$ cat config.mk
export PLATFORM = sky130hd
export DESIGN_NAME = nvsr_host
export DESIGN_NICKNAME = d
export VERILOG_FILES = /design/src/shared/nvsr_pkg.sv /design/src/shared/nvsr_tmr_if.sv /design/src/verilog/nvsr_host.sv /design/src/verilog/nvsr_timer.sv
export SDC_FILE = /design/constraint.sdc
export NUM_CORES = 1
export LEC_CHECK = 0
export BUFFER_PORTS_ARGS = -buffer_cell sky130_fd_sc_hd__buf_2
export CAP_MARGIN = 0
export CORE_MARGIN = 2
export CORE_UTILIZATION = 55
export CTS_CLUSTER_SIZE = 16
export DETAILED_ROUTE_END_ITERATION = 16
export GPL_TIMING_DRIVEN = 0
export HOLD_SLACK_MARGIN = 0.06
export PLACE_DENSITY = 0.8
export SYNTH_ARGS = -nofsm -noshare
export SYNTH_HDL_FRONTEND = slang
export SYNTH_SLANG_ARGS = --single-unit
$ cat constraint.sdc
create_clock -name core_clk -period 3.3 [get_ports core_clk]
set_input_delay 0.165 -clock core_clk [delete_from_list [all_inputs] [get_ports core_clk]]
set_output_delay 0.165 -clock core_clk [all_outputs]
set_load 0.03 [all_outputs]
$ cat src/shared/nvsr_pkg.sv
// Package with constants and types for the host-side nonvolatile memory controller.
package nvsr_pkg;
   // ----------------------------------------------------------------
   // Clock and timing
   // ----------------------------------------------------------------
   localparam int CLK_PERIOD_NS = 40;
   localparam int SAVE_DURATION_MS = 10;
   localparam int RESTORE_DURATION_US = 20;
   localparam int POWERUP_RESTORE_DURATION_US = 550;
   localparam int SAVE_CYCLES = SAVE_DURATION_MS * 1000000 / CLK_PERIOD_NS;
   localparam int RESTORE_CYCLES = RESTORE_DURATION_US * 1000 / CLK_PERIOD_NS;
   localparam int POWERUP_CYCLES = POWERUP_RESTORE_DURATION_US * 1000 / CLK_PERIOD_NS;
   localparam int STROBE_LOW_CYCLES = 1;
   localparam int STROBE_HIGH_CYCLES = 1;
   localparam int CNT_W = 20;
   // ----------------------------------------------------------------
   // Bus widths and command addresses
   // ----------------------------------------------------------------
   localparam int ADDR_W = 15;
   localparam int DATA_W = 8;
   localparam int SEQ_LEN = 6;
   localparam logic [13:0] SEQ_ADDR0 = 14'h0e38;
   localparam logic [13:0] SEQ_ADDR1 = 14'h31c7;
   localparam logic [13:0] SEQ_ADDR2 = 14'h03e0;
   localparam logic [13:0] SEQ_ADDR3 = 14'h3c1f;
   localparam logic [13:0] SEQ_ADDR4 = 14'h303f;
   localparam logic [13:0] SEQ_SAVE = 14'h0fc0;
   localparam logic [13:0] SEQ_RESTORE = 14'h0c63;
   // ----------------------------------------------------------------
   // Host commands
   // ----------------------------------------------------------------
   typedef enum logic [1:0] {
      NVSR_CMD_READ = 2'h0,
      NVSR_CMD_WRITE = 2'h1,
      NVSR_CMD_SAVE = 2'h2,
      NVSR_CMD_RESTORE = 2'h3
   } nvsr_cmd_type;

   // Returns the command address for a step of the sequence.
   function automatic logic [13:0] nvsr_seq_addr(input logic [2:0] step, input logic save);
      logic [13:0] a;
      a = SEQ_ADDR0;
      if (step == 3'h1) begin
         a = SEQ_ADDR1;
      end else if (step == 3'h2) begin
         a = SEQ_ADDR2;
      end else if (step == 3'h3) begin
         a = SEQ_ADDR3;
      end else if (step == 3'h4) begin
         a = SEQ_ADDR4;
      end else if (step == 3'h5) begin
         a = save ? SEQ_SAVE : SEQ_RESTORE;
      end
      return a;
   endfunction : nvsr_seq_addr
endpackage : nvsr_pkg

$ cat src/shared/nvsr_tmr_if.sv
// Interface between the sequencer and its wait timer.
`timescale 1ns/1ns
interface nvsr_tmr_if;
   logic start;
   logic [19:0] load;
   logic done;
   modport ctl (output start, output load, input done);
   modport tmr (input start, input load, output done);
endinterface : nvsr_tmr_if

$ cat src/verilog/nvsr_host.sv
// Host controller that drives the nonvolatile memory pins.
`timescale 1ns/1ns
module nvsr_host
   import nvsr_pkg::*;
#(
   parameter int SAVE_WAIT = SAVE_CYCLES,
   parameter int RESTORE_WAIT = RESTORE_CYCLES,
   parameter int POWERUP_WAIT = POWERUP_CYCLES
)
(
   input wire logic core_clk,
   input wire logic resetn,
   input wire logic cmd_valid,
   output logic cmd_ready,
   input wire nvsr_cmd_type cmd_op,
   input wire logic [ADDR_W-1:0] cmd_addr,
   input wire logic [DATA_W-1:0] cmd_wdata,
   output logic rsp_valid,
   output logic [DATA_W-1:0] rsp_rdata,
   output logic [ADDR_W-1:0] byte_address,
   output logic chip_sel_n,
   output logic write_n,
   output logic out_en_n,
   input wire logic [DATA_W-1:0] data_lines_i,
   output logic [DATA_W-1:0] data_lines_o,
   output logic data_lines_oe_n,
   input wire logic hw_save_busy_n_i,
   output logic hw_save_busy_n_o,
   output logic hw_save_busy_n_oe_n
);
   // ----------------------------------------------------------------
   // State machine
   // ----------------------------------------------------------------
   typedef enum logic [6:0] {
      ST_POWERUP = 7'h01,
      ST_IDLE = 7'h02,
      ST_LOW = 7'h04,
      ST_HIGH = 7'h08,
      ST_SEQ_LOW = 7'h10,
      ST_SEQ_HIGH = 7'h20,
      ST_NV_WAIT = 7'h40
   } nvsr_state_type;

   nvsr_state_type state_r;
   nvsr_cmd_type op_r;
   logic [2:0] step_r;
   logic [ADDR_W-1:0] addr_r;
   logic [DATA_W-1:0] wdata_r;
   logic nv_busy;
   logic pu_started_r;
   localparam logic [2:0] LAST_STEP = 3'(SEQ_LEN - 2);
   nvsr_tmr_if tif ();

   nvsr_timer u_timer (
      .core_clk(core_clk),
      .resetn(resetn),
      .t(tif.tmr)
   );

   assign nv_busy = (state_r == ST_NV_WAIT) || (state_r == ST_POWERUP);
   assign cmd_ready = (state_r == ST_IDLE) && hw_save_busy_n_i && !cmd_valid ? 1'b1 :
                      (state_r == ST_IDLE) && hw_save_busy_n_i;
   assign hw_save_busy_n_o = 1'b0;
   assign hw_save_busy_n_oe_n = 1'b1;

   // Timer loads on entry to each timed state.
   always_comb begin
      tif.start = 1'b0;
      tif.load = '0;
      if (state_r == ST_POWERUP && !pu_started_r) begin
         tif.start = 1'b1;
         tif.load = 20'(POWERUP_WAIT);
      end else if (state_r == ST_IDLE && cmd_valid && hw_save_busy_n_i) begin
         tif.start = 1'b1;
         tif.load = 20'(STROBE_LOW_CYCLES);
      end else if (state_r == ST_LOW && tif.done) begin
         tif.start = 1'b1;
         tif.load = 20'(STROBE_HIGH_CYCLES);
      end else if (state_r == ST_HIGH && tif.done && op_r != NVSR_CMD_READ
                   && op_r != NVSR_CMD_WRITE) begin
         tif.start = 1'b1;
         tif.load = 20'(STROBE_LOW_CYCLES);
      end else if (state_r == ST_SEQ_LOW && tif.done) begin
         tif.start = 1'b1;
         tif.load = 20'(STROBE_HIGH_CYCLES);
      end else if (state_r == ST_SEQ_HIGH && tif.done) begin
         tif.start = 1'b1;
         if (step_r == LAST_STEP) begin
            tif.load = (op_r == NVSR_CMD_SAVE) ? 20'(SAVE_WAIT) : 20'(RESTORE_WAIT);
         end else begin
            tif.load = 20'(STROBE_LOW_CYCLES);
         end
      end
   end

   // ----------------------------------------------------------------
   // Sequencing
   // ----------------------------------------------------------------
   always_ff @(posedge core_clk) begin
      if (!resetn) begin
         state_r <= ST_POWERUP;
         step_r <= 3'h0;
      end else begin
         case (state_r)
            ST_POWERUP: begin
               if (pu_started_r && tif.done && hw_save_busy_n_i) begin
                  state_r <= ST_IDLE;
               end
            end
            ST_IDLE: begin
               step_r <= 3'h0;
               if (cmd_valid && hw_save_busy_n_i) begin
                  state_r <= ST_LOW;
               end
            end
            ST_LOW: begin
               if (tif.done) begin
                  state_r <= ST_HIGH;
               end
            end
            ST_HIGH: begin
               if (tif.done) begin
                  if (op_r == NVSR_CMD_READ || op_r == NVSR_CMD_WRITE) begin
                     state_r <= ST_IDLE;
                  end else begin
                     state_r <= ST_SEQ_LOW;
                  end
               end
            end
            ST_SEQ_LOW: begin
               if (tif.done) begin
                  state_r <= ST_SEQ_HIGH;
               end
            end
            ST_SEQ_HIGH: begin
               if (tif.done) begin
                  if (step_r == LAST_STEP) begin
                     state_r <= ST_NV_WAIT;
                  end else begin
                     step_r <= step_r + 3'h1;
                     state_r <= ST_SEQ_LOW;
                  end
               end
            end
            ST_NV_WAIT: begin
               if (tif.done && hw_save_busy_n_i) begin
                  state_r <= ST_IDLE;
               end
            end
            default: begin
               state_r <= ST_IDLE;
            end
         endcase
      end
   end

   // Power-up wait is started by a one-shot at reset release.
   always_ff @(posedge core_clk) begin
      if (!resetn) begin
         pu_started_r <= 1'b0;
      end else begin
         pu_started_r <= 1'b1;
      end
   end

   // ----------------------------------------------------------------
   // Command capture
   // ----------------------------------------------------------------
   always_ff @(posedge core_clk) begin
      if (!resetn) begin
         op_r <= NVSR_CMD_READ;
         addr_r <= '0;
         wdata_r <= '0;
      end else if (state_r == ST_IDLE && cmd_valid && hw_save_busy_n_i) begin
         op_r <= cmd_op;
         addr_r <= cmd_addr;
         wdata_r <= cmd_wdata;
      end
   end

   // ----------------------------------------------------------------
   // Pin drive
   // ----------------------------------------------------------------
   always_ff @(posedge core_clk) begin
      if (!resetn) begin
         byte_address <= '0;
         chip_sel_n <= 1'b1;
         write_n <= 1'b1;
         out_en_n <= 1'b1;
         data_lines_o <= '0;
         data_lines_oe_n <= 1'b1;
      end else begin
         chip_sel_n <= 1'b1;
         write_n <= 1'b1;
         out_en_n <= 1'b1;
         data_lines_oe_n <= 1'b1;
         if (state_r == ST_IDLE && cmd_valid && hw_save_busy_n_i) begin
            chip_sel_n <= 1'b0;
            if (cmd_op == NVSR_CMD_WRITE) begin
               byte_address <= cmd_addr;
               write_n <= 1'b0;
               data_lines_o <= cmd_wdata;
               data_lines_oe_n <= 1'b0;
            end else if (cmd_op == NVSR_CMD_READ) begin
               byte_address <= cmd_addr;
               out_en_n <= 1'b0;
            end else begin
               byte_address <= {1'b0, SEQ_ADDR0};
            end
         end else if (state_r == ST_LOW && !tif.done) begin
            chip_sel_n <= 1'b0;
            write_n <= (op_r == NVSR_CMD_WRITE) ? 1'b0 : 1'b1;
            out_en_n <= (op_r == NVSR_CMD_READ) ? 1'b0 : 1'b1;
            data_lines_oe_n <= (op_r == NVSR_CMD_WRITE) ? 1'b0 : 1'b1;
         end else if ((state_r == ST_HIGH || state_r == ST_SEQ_HIGH) && tif.done
                      && state_r != ST_NV_WAIT) begin
            if (state_r == ST_HIGH && op_r != NVSR_CMD_READ && op_r != NVSR_CMD_WRITE) begin
               byte_address <= {1'b0, nvsr_seq_addr(3'h1, op_r == NVSR_CMD_SAVE)};
               chip_sel_n <= 1'b0;
            end else if (state_r == ST_SEQ_HIGH && step_r != LAST_STEP) begin
               byte_address <= {1'b0, nvsr_seq_addr(step_r + 3'h2,
                                op_r == NVSR_CMD_SAVE)};
               chip_sel_n <= 1'b0;
            end
         end else if (state_r == ST_SEQ_LOW && !tif.done) begin
            chip_sel_n <= 1'b0;
         end
      end
   end

   // Read data returns when the read strobe ends.
   always_ff @(posedge core_clk) begin
      if (!resetn) begin
         rsp_valid <= 1'b0;
         rsp_rdata <= '0;
      end else begin
         rsp_valid <= 1'b0;
         if (state_r == ST_LOW && tif.done && op_r == NVSR_CMD_READ) begin
            rsp_valid <= 1'b1;
            rsp_rdata <= data_lines_i;
         end
      end
   end

   // ----------------------------------------------------------------
   // Checks
   // ----------------------------------------------------------------
   a_seq_write_high: assert property (@(posedge core_clk) disable iff (!resetn)
      (state_r == ST_SEQ_LOW || state_r == ST_SEQ_HIGH) |-> write_n)
      else $error("write strobe low in sequence");
   a_write_oe_high: assert property (@(posedge core_clk) disable iff (!resetn)
      !write_n |-> out_en_n && !chip_sel_n)
      else $error("output enable low during write");
   a_busy_no_access: assert property (@(posedge core_clk) disable iff (!resetn)
      nv_busy |-> chip_sel_n && !cmd_ready)
      else $error("access during nonvolatile cycle");
   a_addr_low_bits: assert property (@(posedge core_clk) disable iff (!resetn)
      (state_r == ST_SEQ_LOW) |-> byte_address[14] == 1'b0)
      else $error("sequence address top bit set");
   a_addr_stable_wr: assert property (@(posedge core_clk) disable iff (!resetn)
      (!write_n && $past(!write_n)) |-> $stable(byte_address))
      else $error("address moved during write");
   a_seq_enters_wait: assert property (@(posedge core_clk) disable iff (!resetn)
      (state_r == ST_SEQ_HIGH && tif.done && step_r == LAST_STEP) |=> state_r == ST_NV_WAIT)
      else $error("nonvolatile wait not entered");
   a_idle_step_zero: assert property (@(posedge core_clk) disable iff (!resetn)
      (state_r == ST_IDLE) |=> (step_r == 3'h0 || state_r == ST_LOW))
      else $error("step not cleared");
   a_read_rsp: assert property (@(posedge core_clk) disable iff (!resetn)
      rsp_valid |-> $past(op_r) == NVSR_CMD_READ)
      else $error("response without read");
   c_read: cover property (@(posedge core_clk) rsp_valid);
   c_write: cover property (@(posedge core_clk) !write_n);
   c_save: cover property (@(posedge core_clk) state_r == ST_NV_WAIT && op_r == NVSR_CMD_SAVE);
   c_restore: cover property (@(posedge core_clk)
      state_r == ST_NV_WAIT && op_r == NVSR_CMD_RESTORE);
endmodule : nvsr_host

$ cat src/verilog/nvsr_timer.sv
// Down counter that measures nonvolatile cycle and strobe waits.
`timescale 1ns/1ns
module nvsr_timer
   import nvsr_pkg::*;
(
   input wire logic core_clk,
   input wire logic resetn,
   nvsr_tmr_if.tmr t
);
   logic [CNT_W-1:0] cnt_r;

   always_ff @(posedge core_clk) begin
      if (!resetn) begin
         cnt_r <= '0;
      end else if (t.start) begin
         cnt_r <= t.load;
      end else if (cnt_r != '0) begin
         cnt_r <= cnt_r - 20'h00001;
      end
   end

   assign t.done = (cnt_r == '0);
endmodule : nvsr_timer
==> results_dict.tcl <==
set metrics [dict create \
    portBuffers 73 \
    dieArea_um2 7130 \
    clkPwrFrac_pct 26.4 \
    floorplan.core_area_um2 6310 \
    wl_per_cell_um 15.7 \
    antenna_cells 0 \
    synth_edf_count 0 \
    place_congestion 0.925 \
    cp.arrival_ns 3.24 \
    critPathRequiredTime_ns 3.53 \
    swShare_pct 38.1 \
    dpl_cell_area_um2 4020 \
    p_int_uw 1770 \
    worst-path-max-fanout 10 \
    clock-root-buffer "clkbuf_8" \
    syn_nets 474 \
    clk_path_buf_depth 2 \
    pwr-share-comb_pct 38.3 \
    drive_gt1_share_pct 20.3 \
    p_sw_uw 1090 \
    dp.cells 581 \
    yosys_warnings 0 \
    ios 76 \
    drt_iter0_markers 378 \
    cts_resized 0 \
    nets 576 \
    ant_nets 0 \
    dp_slack_ns 0.442 \
    cp-start-kind "flip-flop" \
    fin_crit_sh_pct 91.0 \
    avgSynthCellArea_um2 8.26 \
    antenna_found_initial 0 \
    yosysSeqAreaShare_pct 38.3 \
    finClkSkew_ns 0.0107 \
    instances_no_fill 615 \
    num_vias 3706 \
    syn_area_um2 3560 \
    die_w_um 84.4 \
    core.rowCount 29 \
    grt_max_degree 13 \
    min_period_ns 3.00 \
    dr.pass1.iters 5 \
    p_leak_uw 0.00179 \
    hpwl_um 6890 \
    fin_setup_tns_ns 0 \
    clock_latency_ns 0.36 \
    endpoint_kind "flip-flop" \
    cts_tree "built" \
    clock.fmax_ghz 0.333 \
    htreeDepth 3 \
    dieHeight_um 84.4 \
    yosys.cell_types.count 56 \
    seqPwrFrac_pct 35.3 \
    finalWirelength_um 9670 \
    numCtsBuffers 9 \
    timing_hold_violations_final 0 \
    report.final.slew_viol_count 0 \
    grt-ovfl-total 0 \
    worstMarginPinSlew_ns 0.961 \
    powerDensity_nw_per_um2 648 \
    grt_pass1_wl_um 16100 \
    viasPerCell 6.03 \
    power.total_uw 2860 \
    relSlewSlack_pct 34.9 \
    synth_ff_type "dfxtp_1" \
    cts.clk_slew.worst_paths_ns 0.07 \
    drc_errors 0 \
    start_util_pct 56.4 \
    drv_cap 0 \
    fin_area_um2 4420 \
    async_flop_share_pct 0 \
    first_global_vias 3398 \
    worst-setup-path-type "reg2reg" \
    setup_viol 0 \
    area_delta_synth_final_pct 24.1 \
    cts.sinks 68 \
    track_usage_pct 27.7 \
    min_path_type "in2reg" \
    status "finished clean" \
    grt_setup_unrepaired "no" \
    syn_inst 431 \
    ir_drop_uv 563 \
    ys_seq_elements 68 \
    worst_slack_ns 0.299 \
]
-- cells in the mapped netlist, types with 3 or more instances --
library cell | n | area, µm²
buf_4 | 5 | 37.5
nor4_1 | 6 | 37.5
a31oi_1 | 5 | 31.3
nor2b_1 | 3 | 18.8
nor2_1 | 33 | 124
o31ai_1 | 7 | 52.6
nor3_1 | 14 | 70.1
or3_1 | 8 | 50.1
buf_2 | 6 | 30.0
a21oi_1 | 40 | 200
nand4b_1 | 7 | 61.3
xnor2_1 | 12 | 105
a31o_2 | 3 | 26.3
nand3b_1 | 6 | 45.0
or4_1 | 7 | 52.6
o21ai_0 | 15 | 75.1
nand4_1 | 4 | 25.0
inv_1 | 10 | 37.5
o21a_1 | 6 | 45.0
and3_1 | 5 | 31.3
nand2b_1 | 6 | 37.5
ha_1 | 6 | 75.1
o211ai_1 | 6 | 45.0
clkbuf_1 | 17 | 63.8
nand2_1 | 38 | 143
mux2i_1 | 11 | 110
nand3_1 | 30 | 150
dfxtp_1 | 68 | 1360
xor2_1 | 6 | 52.6
nor4b_1 | 3 | 26.3
a211oi_1 | 3 | 22.5
-- power by group through the flow --
stage	clock, µW	combinational (µW)	sequential (µW)
after global routing	797	1200	1020
after global placement	0	1030	1020
after CTS	762	1070	1010
final	755	1100	1010
after detailed placement	0	1050	1030
after floorplan	0	822	1020
-- cell usage in the layout, fill, tap and decap left out, types with 7 or more instances in the layout --
| master | n |
|---|---|
| clkbuf_8 | 9 |
| nor2_1 | 33 |
| nand4b_1 | 7 |
| mux2i_1 | 11 |
| a21oi_1 | 40 |
| buf_2 | 79 |
| inv_1 | 10 |
| or4_1 | 7 |
| dlygate4sd3_1 | 18 |
| nand3_1 | 30 |
| clkbuf_1 | 18 |
| xnor2_1 | 12 |
| o31ai_1 | 7 |
| dfxtp_1 | 68 |
| or3_1 | 8 |
| o21ai_0 | 15 |
| nand2_1 | 38 |
| nor3_1 | 14 |
-- worst paths after layout --
path                            to        startpoint  cells after the start  slack [ns]
setup / recovery  u_timer.cnt_r[5]  u_timer.cnt_r[2]                      7        0.30
hold / removal        rsp_rdata[3]   data_lines_i[3]                      3        0.06
hold reg to reg    data_lines_o[0]   data_lines_o[0]                      2        0.45
setup reg to reg  u_timer.cnt_r[5]  u_timer.cnt_r[2]                      7        0.30
-- per-stage QoR --
step	util (%)	hold WS [ns]
3_3_place_gp	63.7	0.283
3_5_place_dp	63.7	0.284
2_1_floorplan	-	0.193
6_report	70.0	0.0647
5_1_grt	70.0	0.0805
4_1_cts	70.0	0.0647
-- sequential cells by signal, indices dropped and copies added (netlist names) --
register	flops
byte_address	15
rsp_rdata	8
state_r	7
chip_sel_n	1
data_lines_oe_n	1
step_r	3
pu_started_r	1
data_lines_o	8
u_timer.cnt_r	20
op_r	2
out_en_n	1
rsp_valid	1
-- kinds of logic after synthesis --
| family | after synthesis | share of synthesized area, % |
|---|---|---|
| mux | 11 | 3.09 |
| xor+xnor | 18 | 4.43 |
| simple gates | 187 | 29.4 |
| compound gates | 101 | 17.8 |
| fa+ha+maj | 6 | 2.11 |
| other cells | 2 | 0.211 |
| flops | 68 | 38.3 |
| buf+inv | 38 | 4.75 |
-- worst max-delay path: stages (launching register included) --
cell      delay [ns]
dfxtp_1         0.35
nor4_1          0.45
clkbuf_1        0.37
nand3_1         0.45
nor2_1          0.65
a31o_2          0.31
buf_2           0.24
a21oi_1         0.06
-- area by class of cell --
cell class | count | area (µm²)
Clock buffer | 10 | 128
Sequential cell | 68 | 1360
Timing Repair Buffer | 91 | 546
Tap cell | 77 | 96.3
Fill cell | 506 | 1900
Multi-Input combinational cell | 325 | 2030
Clock inverter | 6 | 88.8
Buffer | 28 | 131
Inverter | 10 | 37.5
-- routing by layer --
metal / GRT usage, % / wire length (µm) / part of all wire, % / vias to the layer above
li1: - / - / - / 1780
met1: 36.8 / 4220 / 44 / 1749
met2: 45.7 / 4660 / 48 / 161
met3: 6.00 / 635 / 6.6 / 16
met4: 7.65 / 153 / 1.6 / 0
met5: 0 / 0 / 0 / -
-- what timing repair did --
item                      4_1_cts  5_1_grt
hold endpoints to repair       18        0
hold buffers                   18        0
setup buffers                   0        0
(Power assumes the default switching activity.)
